===== src/shared/cpu_irq_consts.svh =====
`ifndef CPU_IRQ_CONSTS_SVH
`define CPU_IRQ_CONSTS_SVH

// i/o addresses of the core registers
`define OFS_CHANGE_PROTECT_KEY 6'h3c
`define OFS_STACK_PTR_LOW      6'h3d
`define OFS_STACK_PTR_HIGH     6'h3e
`define OFS_CORE_FLAGS         6'h3f

// reset values
`define RST_CHANGE_PROTECT_KEY 8'h00
`define RST_CORE_FLAGS         8'h00
`define SRAM_LAST_ADDRESS      16'h005f

// unlock key and window length in instructions
`define UNLOCK_KEY             8'hd8
`define UNLOCK_WINDOW_INSTR    3'h4
`define KEY_OPEN_BIT           0

// sequencing lengths in core clock cycles
`define ENTRY_CYCLES           3'h4
`define JUMP_CYCLES            3'h3
`define WAKE_EXTRA_CYCLES      3'h4
`define RETURN_CYCLES          3'h4

// stack pointer steps
`define STACK_STEP_WORD        16'h0002
`define STACK_STEP_BYTE        16'h0001

`endif


===== src/shared/cpu_irq_pkg.sv =====
package cpu_irq_pkg;

  typedef struct packed {
    logic gie;
    logic copyBit;
    logic halfCarry;
    logic sign;
    logic overflow;
    logic negative;
    logic zero;
    logic carry;
  } flags_t;

  typedef struct packed {
    logic       we;
    logic       halfCarry;
    logic       overflow;
    logic       negative;
    logic       zero;
    logic       carry;
  } alu_flags_t;

  typedef struct packed {
    logic [5:0] addr;
    logic       wrEn;
    logic       rdEn;
    logic [7:0] wrData;
  } io_req_t;

  typedef struct packed {
    logic instrDone;
    logic clearGlobal;
    logic setGlobal;
    logic returnOp;
    logic callPush;
    logic subReturn;
    logic pushByte;
    logic popByte;
    logic bitStore;
    logic bitStoreVal;
    logic sleeping;
  } seq_t;

  typedef enum logic [2:0] {
    ST_IDLE,
    ST_WAKE,
    ST_ENTRY,
    ST_JUMP,
    ST_RETURN
  } core_state_t;

endpackage : cpu_irq_pkg


===== src/logic/cpu_interrupt_and_status_unit.sv =====
`timescale 1ns/1ps
`include "cpu_irq_consts.svh"

module cpu_interrupt_and_status_unit
  import cpu_irq_pkg::*;
#(
  parameter int         NUM_SRC   = 9,
  parameter logic [8:0] FLAG_TYPE = 9'h1ff,
  parameter int         IDXW      = $clog2(NUM_SRC)
) (
  input  wire logic               clk,
  input  wire logic               rstn,
  input  wire io_req_t            ioReq,
  output logic      [7:0]         ioRdData,
  input  wire seq_t               seq,
  input  wire alu_flags_t         aluFlags,
  input  wire logic [NUM_SRC-1:0] srcEvent,
  input  wire logic [NUM_SRC-1:0] srcLevel,
  input  wire logic [NUM_SRC-1:0] srcEnable,
  input  wire logic [NUM_SRC-1:0] srcFlagClr,
  output logic      [NUM_SRC-1:0] srcFlags,
  output flags_t                  coreFlags,
  output logic      [15:0]        stackPointer,
  output logic                    protectOpen,
  output logic                    coreBusy,
  output logic                    pcPush,
  output logic                    pcPop,
  output logic                    vectorFetch,
  output logic      [IDXW-1:0]    acceptedSrc
);

  core_state_t       stateFF, nxt_state;
  logic [2:0]        cntFF, nxt_cnt;
  flags_t            flagsFF, nxt_flags;
  logic [15:0]       stackFF, nxt_stack;
  logic [2:0]        unlockFF, nxt_unlock;
  logic              openFF, nxt_open;
  logic              shadowFF, nxt_shadow;
  logic [7:0]        rdFF, nxt_rd;
  logic              busyFF, nxt_busy;
  logic              pushFF, nxt_push;
  logic              popFF, nxt_pop;
  logic              vecFF, nxt_vec;
  logic [IDXW-1:0]   srcFF, nxt_src;
  logic              pendingAny;
  logic [IDXW-1:0]   winIdx;
  logic              take;
  logic              boundary;
  logic              retDone;
  logic              entryDone;

  ////////////////////////////////////////////////////////////////////////////
  irq_source_bank #(
    .NUM_SRC   (NUM_SRC),
    .IDXW      (IDXW),
    .FLAG_TYPE (FLAG_TYPE)
  ) u_bank (
    .clk        (clk),
    .rstn       (rstn),
    .srcEvent   (srcEvent),
    .srcLevel   (srcLevel),
    .srcEnable  (srcEnable),
    .srcFlagClr (srcFlagClr),
    .ackValid   (take),
    .ackIdx     (winIdx),
    .srcFlags   (srcFlags),
    .pendingAny (pendingAny),
    .winIdx     (winIdx)
  );

  ////////////////////////////////////////////////////////////////////////////
  // acceptance only at an instruction boundary or from sleep
  assign boundary  = seq.instrDone | seq.sleeping;
  assign take      = (stateFF == ST_IDLE) && boundary && pendingAny
                     && flagsFF.gie
                     && !seq.clearGlobal
                     && !seq.setGlobal && !shadowFF
                     && (unlockFF == 3'h0)
                     && !(seq.instrDone && seq.returnOp);
  assign retDone   = (stateFF == ST_RETURN) && (cntFF == 3'h0);
  assign entryDone = (stateFF == ST_ENTRY) && (cntFF == 3'h0);

  always_comb
  begin
    nxt_state = stateFF;
    nxt_cnt   = cntFF;
    nxt_src   = srcFF;
    nxt_push  = 1'b0;
    nxt_pop   = 1'b0;
    nxt_vec   = 1'b0;
    unique case (stateFF)
      ST_IDLE:
      begin
        if (take)
        begin
          nxt_src = winIdx;
          if (seq.sleeping)
          begin
            nxt_state = ST_WAKE;
            nxt_cnt   = `WAKE_EXTRA_CYCLES - 3'h1;
          end
          else
          begin
            nxt_state = ST_ENTRY;
            nxt_cnt   = `ENTRY_CYCLES - 3'h1;
            nxt_push  = 1'b1;
          end
        end
        else if (seq.instrDone && seq.returnOp)
        begin
          nxt_state = ST_RETURN;
          nxt_cnt   = `RETURN_CYCLES - 3'h1;
          nxt_pop   = 1'b1;
        end
      end
      ST_WAKE:
      begin
        nxt_cnt = cntFF - 3'h1;
        if (cntFF == 3'h0)
        begin
          nxt_state = ST_ENTRY;
          nxt_cnt   = `ENTRY_CYCLES - 3'h1;
          nxt_push  = 1'b1;
        end
      end
      ST_ENTRY:
      begin
        nxt_cnt = cntFF - 3'h1;
        if (cntFF == 3'h0)
        begin
          nxt_state = ST_JUMP;
          nxt_cnt   = `JUMP_CYCLES - 3'h1;
          nxt_vec   = 1'b1;
        end
      end
      ST_JUMP:
      begin
        nxt_cnt = cntFF - 3'h1;
        if (cntFF == 3'h0)
          nxt_state = ST_IDLE;
      end
      ST_RETURN:
      begin
        nxt_cnt = cntFF - 3'h1;
        if (cntFF == 3'h0)
          nxt_state = ST_IDLE;
      end
    endcase
    nxt_busy = (nxt_state != ST_IDLE);
  end

  always_ff @(posedge clk or negedge rstn)
  begin
    if (!rstn)
    begin
      stateFF <= ST_IDLE;
      cntFF   <= 3'h0;
      srcFF   <= '0;
      pushFF  <= 1'b0;
      popFF   <= 1'b0;
      vecFF   <= 1'b0;
      busyFF  <= 1'b0;
    end
    else
    begin
      stateFF <= nxt_state;
      cntFF   <= nxt_cnt;
      srcFF   <= nxt_src;
      pushFF  <= nxt_push;
      popFF   <= nxt_pop;
      vecFF   <= nxt_vec;
      busyFF  <= nxt_busy;
    end
  end

  ////////////////////////////////////////////////////////////////////////////
  // flags, stack pointer, unlock window, one-instruction shadow
  always_comb
  begin
    nxt_flags  = flagsFF;
    nxt_stack  = stackFF;
    nxt_unlock = unlockFF;
    nxt_shadow = shadowFF;
    if (ioReq.wrEn && ioReq.addr == `OFS_CORE_FLAGS)
      nxt_flags = flags_t'(ioReq.wrData);
    if (aluFlags.we)
    begin
      nxt_flags.halfCarry = aluFlags.halfCarry;
      nxt_flags.overflow  = aluFlags.overflow;
      nxt_flags.negative  = aluFlags.negative;
      nxt_flags.zero      = aluFlags.zero;
      nxt_flags.carry     = aluFlags.carry;
    end
    if (seq.bitStore)
      nxt_flags.copyBit = seq.bitStoreVal;
    if (seq.instrDone && seq.setGlobal)
      nxt_flags.gie = 1'b1;
    if (seq.instrDone && seq.clearGlobal)
      nxt_flags.gie = 1'b0;
    if (take)
      nxt_flags.gie = 1'b0;
    if (retDone)
      nxt_flags.gie = 1'b1;
    nxt_flags.sign = nxt_flags.negative ^ nxt_flags.overflow;

    if (ioReq.wrEn && ioReq.addr == `OFS_STACK_PTR_LOW)
      nxt_stack[7:0] = ioReq.wrData;
    if (ioReq.wrEn && ioReq.addr == `OFS_STACK_PTR_HIGH)
      nxt_stack[15:8] = ioReq.wrData;
    if (seq.callPush)
      nxt_stack = nxt_stack - `STACK_STEP_WORD;
    if (seq.subReturn)
      nxt_stack = nxt_stack + `STACK_STEP_WORD;
    if (seq.pushByte)
      nxt_stack = nxt_stack - `STACK_STEP_BYTE;
    if (seq.popByte)
      nxt_stack = nxt_stack + `STACK_STEP_BYTE;
    if (entryDone)
      nxt_stack = stackFF - `STACK_STEP_WORD;
    if (retDone)
      nxt_stack = stackFF + `STACK_STEP_WORD;

    if (seq.instrDone && unlockFF != 3'h0)
      nxt_unlock = unlockFF - 3'h1;
    if (ioReq.wrEn && ioReq.addr == `OFS_CHANGE_PROTECT_KEY)
      nxt_unlock = (ioReq.wrData == `UNLOCK_KEY) ? `UNLOCK_WINDOW_INSTR : 3'h0;
    // window flag registered so the output comes from a flop
    nxt_open = (nxt_unlock != 3'h0);

    if (seq.instrDone)
      nxt_shadow = 1'b0;
    if (seq.instrDone && seq.setGlobal)
      nxt_shadow = 1'b1;
    if (retDone)
      nxt_shadow = 1'b1;

    nxt_rd = 8'h00;
    if (ioReq.rdEn)
    begin
      unique case (ioReq.addr)
        `OFS_CHANGE_PROTECT_KEY: nxt_rd = {7'h00, unlockFF != 3'h0};
        `OFS_STACK_PTR_LOW:      nxt_rd = stackFF[7:0];
        `OFS_STACK_PTR_HIGH:     nxt_rd = stackFF[15:8];
        `OFS_CORE_FLAGS:         nxt_rd = flagsFF;
        default:                 nxt_rd = 8'h00;
      endcase
    end
  end

  always_ff @(posedge clk or negedge rstn)
  begin
    if (!rstn)
    begin
      flagsFF  <= flags_t'(`RST_CORE_FLAGS);
      stackFF  <= `SRAM_LAST_ADDRESS;
      unlockFF <= 3'h0;
      openFF   <= 1'b0;
      shadowFF <= 1'b0;
      rdFF     <= 8'h00;
    end
    else
    begin
      flagsFF  <= nxt_flags;
      stackFF  <= nxt_stack;
      unlockFF <= nxt_unlock;
      openFF   <= nxt_open;
      shadowFF <= nxt_shadow;
      rdFF     <= nxt_rd;
    end
  end

  assign ioRdData     = rdFF;
  assign coreFlags    = flagsFF;
  assign stackPointer = stackFF;
  assign protectOpen  = openFF;
  assign coreBusy     = busyFF;
  assign pcPush       = pushFF;
  assign pcPop        = popFF;
  assign vectorFetch  = vecFF;
  assign acceptedSrc  = srcFF;

  ////////////////////////////////////////////////////////////////////////////
  property p_enable_needed;
    @(posedge clk) disable iff (!rstn)
    $rose(busyFF) && !$past(seq.returnOp) |-> $past(flagsFF.gie);
  endproperty
  a_enable_needed: assert property (p_enable_needed) else $error("entry without enable");

  property p_entry_clears;
    @(posedge clk) disable iff (!rstn)
    (stateFF == ST_IDLE) && take |=> !flagsFF.gie;
  endproperty
  a_entry_clears: assert property (p_entry_clears) else $error("enable kept on entry");

  property p_clear_blocks;
    @(posedge clk) disable iff (!rstn)
    seq.instrDone && seq.clearGlobal && stateFF == ST_IDLE |=> stateFF == ST_IDLE;
  endproperty
  a_clear_blocks: assert property (p_clear_blocks) else $error("taken at clear");

  property p_shadow_blocks;
    @(posedge clk) disable iff (!rstn)
    shadowFF && stateFF == ST_IDLE |=> stateFF inside {ST_IDLE, ST_RETURN};
  endproperty
  a_shadow_blocks: assert property (p_shadow_blocks) else $error("no instruction slot");

  property p_entry_len;
    @(posedge clk) disable iff (!rstn)
    $rose(stateFF == ST_ENTRY) |-> (stateFF == ST_ENTRY)[*4] ##1 (stateFF == ST_JUMP)[*3];
  endproperty
  a_entry_len: assert property (p_entry_len) else $error("entry length wrong");

  property p_wake_len;
    @(posedge clk) disable iff (!rstn)
    $rose(stateFF == ST_WAKE) |-> (stateFF == ST_WAKE)[*4] ##1 stateFF == ST_ENTRY;
  endproperty
  a_wake_len: assert property (p_wake_len) else $error("wake length wrong");

  property p_return_seq;
    @(posedge clk) disable iff (!rstn)
    $rose(stateFF == ST_RETURN) |-> (stateFF == ST_RETURN)[*4]
      ##1 (flagsFF.gie && stackFF == $past(stackFF, 4) + 16'h0002);
  endproperty
  a_return_seq: assert property (p_return_seq) else $error("return sequence wrong");

  property p_unlock_opens;
    @(posedge clk) disable iff (!rstn)
    ioReq.wrEn && ioReq.addr == `OFS_CHANGE_PROTECT_KEY && ioReq.wrData == `UNLOCK_KEY
      |=> protectOpen;
  endproperty
  a_unlock_opens: assert property (p_unlock_opens) else $error("window not open");

  property p_unlock_ignores;
    @(posedge clk) disable iff (!rstn)
    protectOpen && stateFF == ST_IDLE |=> !(stateFF inside {ST_ENTRY, ST_WAKE});
  endproperty
  a_unlock_ignores: assert property (p_unlock_ignores) else $error("taken in window");

  property p_key_read;
    @(posedge clk) disable iff (!rstn)
    ioReq.rdEn && ioReq.addr == `OFS_CHANGE_PROTECT_KEY |=> ioRdData == {7'h00, $past(protectOpen)};
  endproperty
  a_key_read: assert property (p_key_read) else $error("key read wrong");

  property p_sign;
    @(posedge clk) disable iff (!rstn)
    coreFlags.sign == (coreFlags.negative ^ coreFlags.overflow);
  endproperty
  a_sign: assert property (p_sign) else $error("sign flag wrong");

endmodule : cpu_interrupt_and_status_unit


===== src/logic/irq_source_bank.sv =====
`timescale 1ns/1ps

module irq_source_bank #(
  parameter int          NUM_SRC   = 9,
  parameter int          IDXW      = 4,
  parameter logic [8:0]  FLAG_TYPE = 9'h1ff
) (
  input  wire logic               clk,
  input  wire logic               rstn,
  input  wire logic [NUM_SRC-1:0] srcEvent,
  input  wire logic [NUM_SRC-1:0] srcLevel,
  input  wire logic [NUM_SRC-1:0] srcEnable,
  input  wire logic [NUM_SRC-1:0] srcFlagClr,
  input  wire logic               ackValid,
  input  wire logic [IDXW-1:0]    ackIdx,
  output logic      [NUM_SRC-1:0] srcFlags,
  output logic                    pendingAny,
  output logic      [IDXW-1:0]    winIdx
);

  logic [NUM_SRC-1:0] flagFF;
  logic [NUM_SRC-1:0] nxt_flag;
  logic [NUM_SRC-1:0] request;

  ////////////////////////////////////////////////////////////////////////////
  genvar g;
  generate
    for (g = 0; g < NUM_SRC; g++)
    begin : g_src
      always_comb
      begin
        nxt_flag[g] = flagFF[g];
        if (ackValid && ackIdx == IDXW'(g))
          nxt_flag[g] = 1'b0;
        if (srcFlagClr[g])
          nxt_flag[g] = 1'b0;
        if (srcEvent[g] && FLAG_TYPE[g])
          nxt_flag[g] = 1'b1;
      end
      // flag types hold, level types only while present
      assign request[g] = srcEnable[g] & (FLAG_TYPE[g] ? flagFF[g] : srcLevel[g]);
    end
  endgenerate

  always_ff @(posedge clk or negedge rstn)
  begin
    if (!rstn)
      flagFF <= '0;
    else
      flagFF <= nxt_flag;
  end

  ////////////////////////////////////////////////////////////////////////////
  // lowest index is the lowest vector and wins
  always_comb
  begin
    winIdx     = '0;
    pendingAny = 1'b0;
    for (int i = NUM_SRC - 1; i >= 0; i--)
    begin
      if (request[i])
      begin
        winIdx     = IDXW'(i);
        pendingAny = 1'b1;
      end
    end
  end

  assign srcFlags = flagFF;

endmodule : irq_source_bank


===== config.mk =====
export PLATFORM = sky130hd
export DESIGN_NAME = cpu_interrupt_and_status_unit
export DESIGN_NICKNAME = d
export VERILOG_FILES = /design/src/shared/cpu_irq_pkg.sv /design/src/logic/cpu_interrupt_and_status_unit.sv /design/src/logic/irq_source_bank.sv
export VERILOG_INCLUDE_DIRS = /design/src /design/src/shared
export SDC_FILE = /design/constraint.sdc
export NUM_CORES = 1
export LEC_CHECK = 0
export BUFFER_PORTS_ARGS = -buffer_cell sky130_fd_sc_hd__buf_2
export CORE_UTILIZATION = 32
export CTS_CLUSTER_SIZE = 10
export DETAILED_ROUTE_END_ITERATION = 16
export GPL_ROUTABILITY_DRIVEN = 0
export PLACE_DENSITY = 0.56
export SYNTH_ARGS = -nofsm -noshare
export SYNTH_HDL_FRONTEND = slang
export SYNTH_HIERARCHICAL = 1
export SYNTH_SLANG_ARGS = --single-unit

===== constraint.sdc =====
create_clock -name clk -period 5.1 [get_ports clk]
set_input_delay 1.02 -clock clk [delete_from_list [all_inputs] [get_ports clk]]
set_output_delay 1.02 -clock clk [all_outputs]
set_load 0.05 [all_outputs]

==> impl_metrics.ini, run 1 <==
[clocking]
cts_sinks = 60
cts_resized = 0
root_buffer = clkbuf_16
clkLatencyLatePin_ns = 0.33
clk_pin_slew_ns = 0.05
numCtsBuffers = 9
h-tree-depth = 3
clock_path_buffers = 2
cts_tree = done
ctsHoldBuffers = 0
cts_setup_buffers = 0

[worst_setup_path]
reg2reg_from = stackPointer[1]$_DFF_PN1_
arrival_ns = 4.79
worstPathCellList = buf_2, and3b_1, nand3_1, and2_1, ha_1, nand2_1, o2111ai_1, nand2_1, ha_1, nor2_1, a31oi_1, nor2_1, a2111oi_0, buf_4, a211o_1, nand4_1, xnor2_1, mux2i_1, o22ai_1, xnor2_1, buf_4, a22oi_1
path_class = in -> reg
critPathTopFamily = compound AO/OA/AOI/OAI gates
slowest_delay_ns = 0.40
crit_buf_inv = 3
worstReg2RegEnd = stackPointer[7]$_DFF_PN0_
crit_fanout = 6
ff2ff_setup_slack_ns = 0.80
startpoint = ioReq[9]
startpoint_type = input pin
required_ns = 5.26
rr_worst_depth = 20
slowest_stage = a2111oi_0
cp-end-kind = flip-flop

[cells_and_area]
final_cells = 1035
multiInputGateArea_um2 = 3950
n_antenna_cell = 0
final_common_cell = buf_2
seqCellArea_um2 = 1510
final_cell_mix = buf_2, nand2_1, nor2_1, dfrtp_1, xnor2_1
nNetsFinal = 886
area_growth_pct = 22.0
drive_gt1_share_pct = 27.8
fillCellCount = 1840

[global_route]
grt_usage_pct = 19.6
grt_pass1_wl_mm = 28.6
grt_pass1_vias = 5507
grt_max_degree = 61
antenna_found_initial = 0
grt_overflow = 0

[route]
wirelength_mm = 17.6
drc = 0
avgRoutedWirePerCell_um = 17.0
avgViaCountPerCell = 5.42
antenna_left = 0
firstDrtPassIters = 4
num_vias = 5610
drt_iter0_markers = 304

[place]
portBuffers = 111
post-place-ws_ns = 0.183
dp.cells = 1019
dp_hpwl_mm = 13.9

[logic_synthesis]
syn_inst = 683
yosysWarnings = 6
ys.flop_type = dfrtp_1
syn-cell-area_um2 = 5740
async_flop_share_pct = 100
synth_largest_area_cell = dfrtp_1
synthTopCellsByArea = dfrtp_1, xnor2_1, nand2_1
synth_fp_nets = 764
synth_top_family_by_area = simple AND/OR/NAND/NOR gates
yosys.area.top_type_share_pct = 23.5
synth_compound_area_share_pct = 21.8
synth_seq_cells = 60
yosysSeqAreaShare_pct = 26.3
synth_area_per_cell_um2 = 8.40
synth-xor-area-share_pct = 10.2
post_synth_fa_ha_maj_area_fraction_pct = 2.18
ys_types = 99
synthSimpleGateAreaFrac_pct = 27.3
synthMuxAreaShare_pct = 7.28
synth_edf_count = 0

[floorplanning]
die_w_um = 136
ios = 121
die_y_um = 136
start_util_pct = 33.0
die-area_um2 = 18500
core_area_um2 = 17400
row_count = 48

[sta]
setup_ws_ns = 0.470
rsz0062_at_grt = false
fmax_ghz = 0.216
min_period_ns = 4.63
timing.hold.ws_ns = 0.487
worst_pin_slew_ns = 0.802
relSlewSlack_pct = 46.3
fin_tns_setup_ns = 0
finalSetupViolCount = 0
hold_viol = 0
timing.final.crit_share_pct = 90.8
skew_ns = 0.00309
final_max_slew_viol_count = 0

[run]
cap_violations = 0

[run_status]
status = complete, no violations

[power]
worst_ir_drop_vdd_mv = 0.253
leakagePower_nw = 3.00
total_power_mw = 3.49
power_density_nw_per_um2 = 498

[worst_hold_path]
worstHoldPathCells = 1
worstHoldEndpoint = cntFF[0]$_DFFE_PN0P_
holdCritStartpoint = cntFF[0]$_DFFE_PN0P_
hp-class = reg -> reg
## worst max-delay path by stage
stage | to | slack, ns | depth (start not counted)
final | stackPointer[7]$_DFF_PN0_ | 0.47 | 22
after global routing | stackPointer[13]$_DFF_PN0_ | 0.05 | 20
after CTS | stackPointer[7]$_DFF_PN0_ | 0.48 | 22
after detailed placement | stackPointer[7]$_DFF_PN0_ | 0.18 | 22
after global placement | stackPointer[7]$_DFF_PN0_ | 0.23 | 22
after floorplan | stackPointer[13]$_DFF_PN0_ | 0.34 | 19
## layer usage
metal | track usage [%] | up-vias | part of all wire [%]
met5 | 0 | - | 0
met4 | 5.12 | 0 | 1.6
met3 | 3.36 | 26 | 6.0
met2 | 32.9 | 152 | 46
met1 | 25.9 | 2653 | 46
li1 | - | 2779 | -
## logic make-up (layout without fill, tap and decap cells)
family	after synthesis	count (layout)
simple gates	282	282
compound gates	170	170
buf+inv	64	191
xor+xnor	62	62
flops	60	60
mux	35	35
fa+ha+maj	10	10
## power by group
| part | leakage, nW | switching (mW) | internal, mW |
|---|---|---|---|
| combinational | 2.11 | 1.23 | 0.748 |
| clock | 0.169 | 0.209 | 0.465 |
| sequential | 0.724 | 0.229 | 0.614 |
## cell type report
class	count	area share, %
clock buffers	12	3.80
well taps	225	4.02
flip-flops and latches	60	21.5
repair buffers	147	11.8
inverters	28	1.50
multi-input cells	559	56.3
clock inverters	4	1.00
## synthesized netlist by cell type (9+ instances only)
| cell type | number |
|---|---|
| nand2_1 | 68 |
| inv_1 | 28 |
| nor2b_1 | 9 |
| nand4_1 | 12 |
| o21ai_0 | 24 |
| mux2i_1 | 17 |
| a22oi_1 | 11 |
| nor3_1 | 21 |
| a31o_1 | 10 |
| xor2_1 | 17 |
| mux2_2 | 14 |
| and2_1 | 10 |
| a21oi_1 | 31 |
| clkbuf_1 | 21 |
| dfrtp_1 | 54 |
| xnor2_1 | 40 |
| ha_1 | 10 |
| nand3_1 | 26 |
| nor2_1 | 60 |
| a31oi_1 | 10 |
## sequential cells by signal, indices dropped and copies added, names as in the netlist, 3 cells and up
name,count
stateFF,3
cntFF,3
ioRdData,8
acceptedSrc,4
stackPointer,16
unlockFF,3
coreFlags,8
u_bank/srcFlags,9
## through the flow
step / util [%] / area (µm²)
5_1_grt: 40.2 / 7010
3_5_place_dp: 38.3 / 6670
3_3_place_gp: 38.3 / 6670
6_report: 40.2 / 7010
2_1_floorplan: - / 5740
4_1_cts: 40.2 / 7010
Power figures use the tool's default switching activity.
==> run 2: changes to the inputs <==
Settings changed: CTS_BUF_LIST from default to sky130_fd_sc_hd__clkbuf_2 sky130_fd_sc_hd__clkbuf_4 sky130_fd_sc_hd__clkbuf_8.
==> impl_metrics.ini, run 2 (synthesis gave the netlist of run 1 again) <==
[worst_setup_path]
worstReg2RegEnd = stackPointer[7]$_DFF_PN0_
cp-end-kind = flip-flop
rr_worst_depth = 20
arrival_ns = 4.87
path_class = in -> reg
startpoint_type = input pin
crit_fanout = 6
required_ns = 5.35
ff2ff_setup_slack_ns = 0.80
reg2reg_from = stackPointer[1]$_DFF_PN1_

[route]
avgViaCountPerCell = 5.46
antenna_left = 0
num_vias = 5653
avgRoutedWirePerCell_um = 17.0
wirelength_mm = 17.6
drt_iter0_markers = 341
drc = 0
firstDrtPassIters = 4

[floorplanning]
die_y_um = 136
row_count = 48
die-area_um2 = 18500
start_util_pct = 33.0
core_area_um2 = 17400
ios = 121
die_w_um = 136

[clocking]
cts_resized = 0
cts_sinks = 60
cts_tree = done
clock_path_buffers = 2
root_buffer = clkbuf_8
clkLatencyLatePin_ns = 0.34
ctsHoldBuffers = 0
numCtsBuffers = 9
h-tree-depth = 3
cts_setup_buffers = 0
clk_pin_slew_ns = 0.07

[cells_and_area]
nNetsFinal = 886
multiInputGateArea_um2 = 3950
finalInstanceArea_um2 = 6900
n_antenna_cell = 0
drive_gt1_share_pct = 27.8
final_cell_mix = buf_2, nand2_1, nor2_1, dfrtp_1, xnor2_1
final_cells = 1035
final_util_pct = 39.6
largest_register_ffs = 16
final_common_cell = buf_2
area_growth_pct = 20.3
fillCellCount = 1847
seqCellArea_um2 = 1510

[sta]
worst_pin_slew_ns = 0.799
hold_viol = 0
fmax_ghz = 0.216
skew_ns = 0.00657
finalSetupViolCount = 0
relSlewSlack_pct = 46.5
timing.final.crit_share_pct = 90.6
rsz0062_at_grt = false
fin_tns_setup_ns = 0
min_period_ns = 4.62
final_max_slew_viol_count = 0

[place]
dp.cells = 1019
portBuffers = 111
dp_hpwl_mm = 13.9
placed_cell_area_um2 = 6670

[global_route]
grt_max_degree = 61
grt_pass1_vias = 5453
grt_pass1_wl_mm = 28.5
antenna_found_initial = 0
grt_usage_pct = 19.7
grt_overflow = 0

[power]
pwr-share-clk_pct = 15.2
leakagePower_nw = 2.96
power_density_nw_per_um2 = 480
p_sw_mw = 1.64
combPwrFrac_pct = 59.5
switching_share_pct = 49.5
worst_ir_drop_vdd_mv = 0.211
total_power_mw = 3.32
seq_power_share_pct = 25.4
internal_power_mw = 1.67

[run_status]
status = complete, no violations

[worst_hold_path]
hp-class = reg -> reg
worstHoldPathCells = 1
holdCritStartpoint = cntFF[0]$_DFFE_PN0P_
worstHoldEndpoint = cntFF[0]$_DFFE_PN0P_

[run]
cap_violations = 0
==> run 2: through the flow <==
stage	setup slack (ns)	hold slack, ns
2_1_floorplan	0.338	0.453
5_1_grt	0.0796	0.528
3_3_place_gp	0.233	0.473
4_1_cts	0.505	0.494
3_5_place_dp	0.183	0.483
6_report	0.478	0.492
==> run 2: worst max path at each step <==
| stage | from | endpoint | slack (ns) | cells past startpoint |
|---|---|---|---|---|
| after floorplan | ioReq[15] | stackPointer[13]$_DFF_PN0_ | 0.34 | 19 |
| after global placement | ioReq[9] | stackPointer[7]$_DFF_PN0_ | 0.23 | 22 |
| after detailed placement | ioReq[9] | stackPointer[7]$_DFF_PN0_ | 0.18 | 22 |
| after CTS | ioReq[9] | stackPointer[7]$_DFF_PN0_ | 0.51 | 22 |
| after global routing | ioReq[15] | stackPointer[13]$_DFF_PN0_ | 0.08 | 20 |
| final | ioReq[9] | stackPointer[7]$_DFF_PN0_ | 0.48 | 22 |
==> run 2: final cells by class <==
type | count | share of cell area, %
Multi-Input combinational cell | 559 | 57.2
Sequential cell | 60 | 21.9
Timing Repair Buffer | 147 | 12.0
Tap cell | 225 | 4.08
Clock buffer | 12 | 2.39
Inverter | 28 | 1.52
Clock inverter | 4 | 1.01
==> run 2: power groups by stage <==
stage | sequential, mW | clock (mW) | combinational, mW
final | 0.841 | 0.504 | 1.97
after global routing | 0.868 | 0.533 | 2.15
after floorplan | 0.989 | 0 | 1.23
after global placement | 0.847 | 0 | 1.95
after detailed placement | 0.847 | 0 | 1.96
after CTS | 0.838 | 0.516 | 1.97
==> run 2: metal layers <==
layer | wire length [µm] | track usage (%)
met5 | 0 | 0
met4 | 283 | 5.93
met3 | 1060 | 3.24
met2 | 8100 | 32.6
met1 | 8190 | 26.1
==> run 2: critical path, stage by stage <==
cell and delay (ns):
buf_2 0.16, and3b_1 0.20, nand3_1 0.11, and2_1 0.16, ha_1 0.27, nand2_1 0.08, o2111ai_1 0.16, nand2_1 0.12
ha_1 0.29, nor2_1 0.04, a31oi_1 0.20, nor2_1 0.10, a2111oi_0 0.41, buf_4 0.18, a211o_1 0.10, nand4_1 0.19
xnor2_1 0.25, mux2i_1 0.24, o22ai_1 0.11, xnor2_1 0.13, buf_4 0.15, a22oi_1 0.20
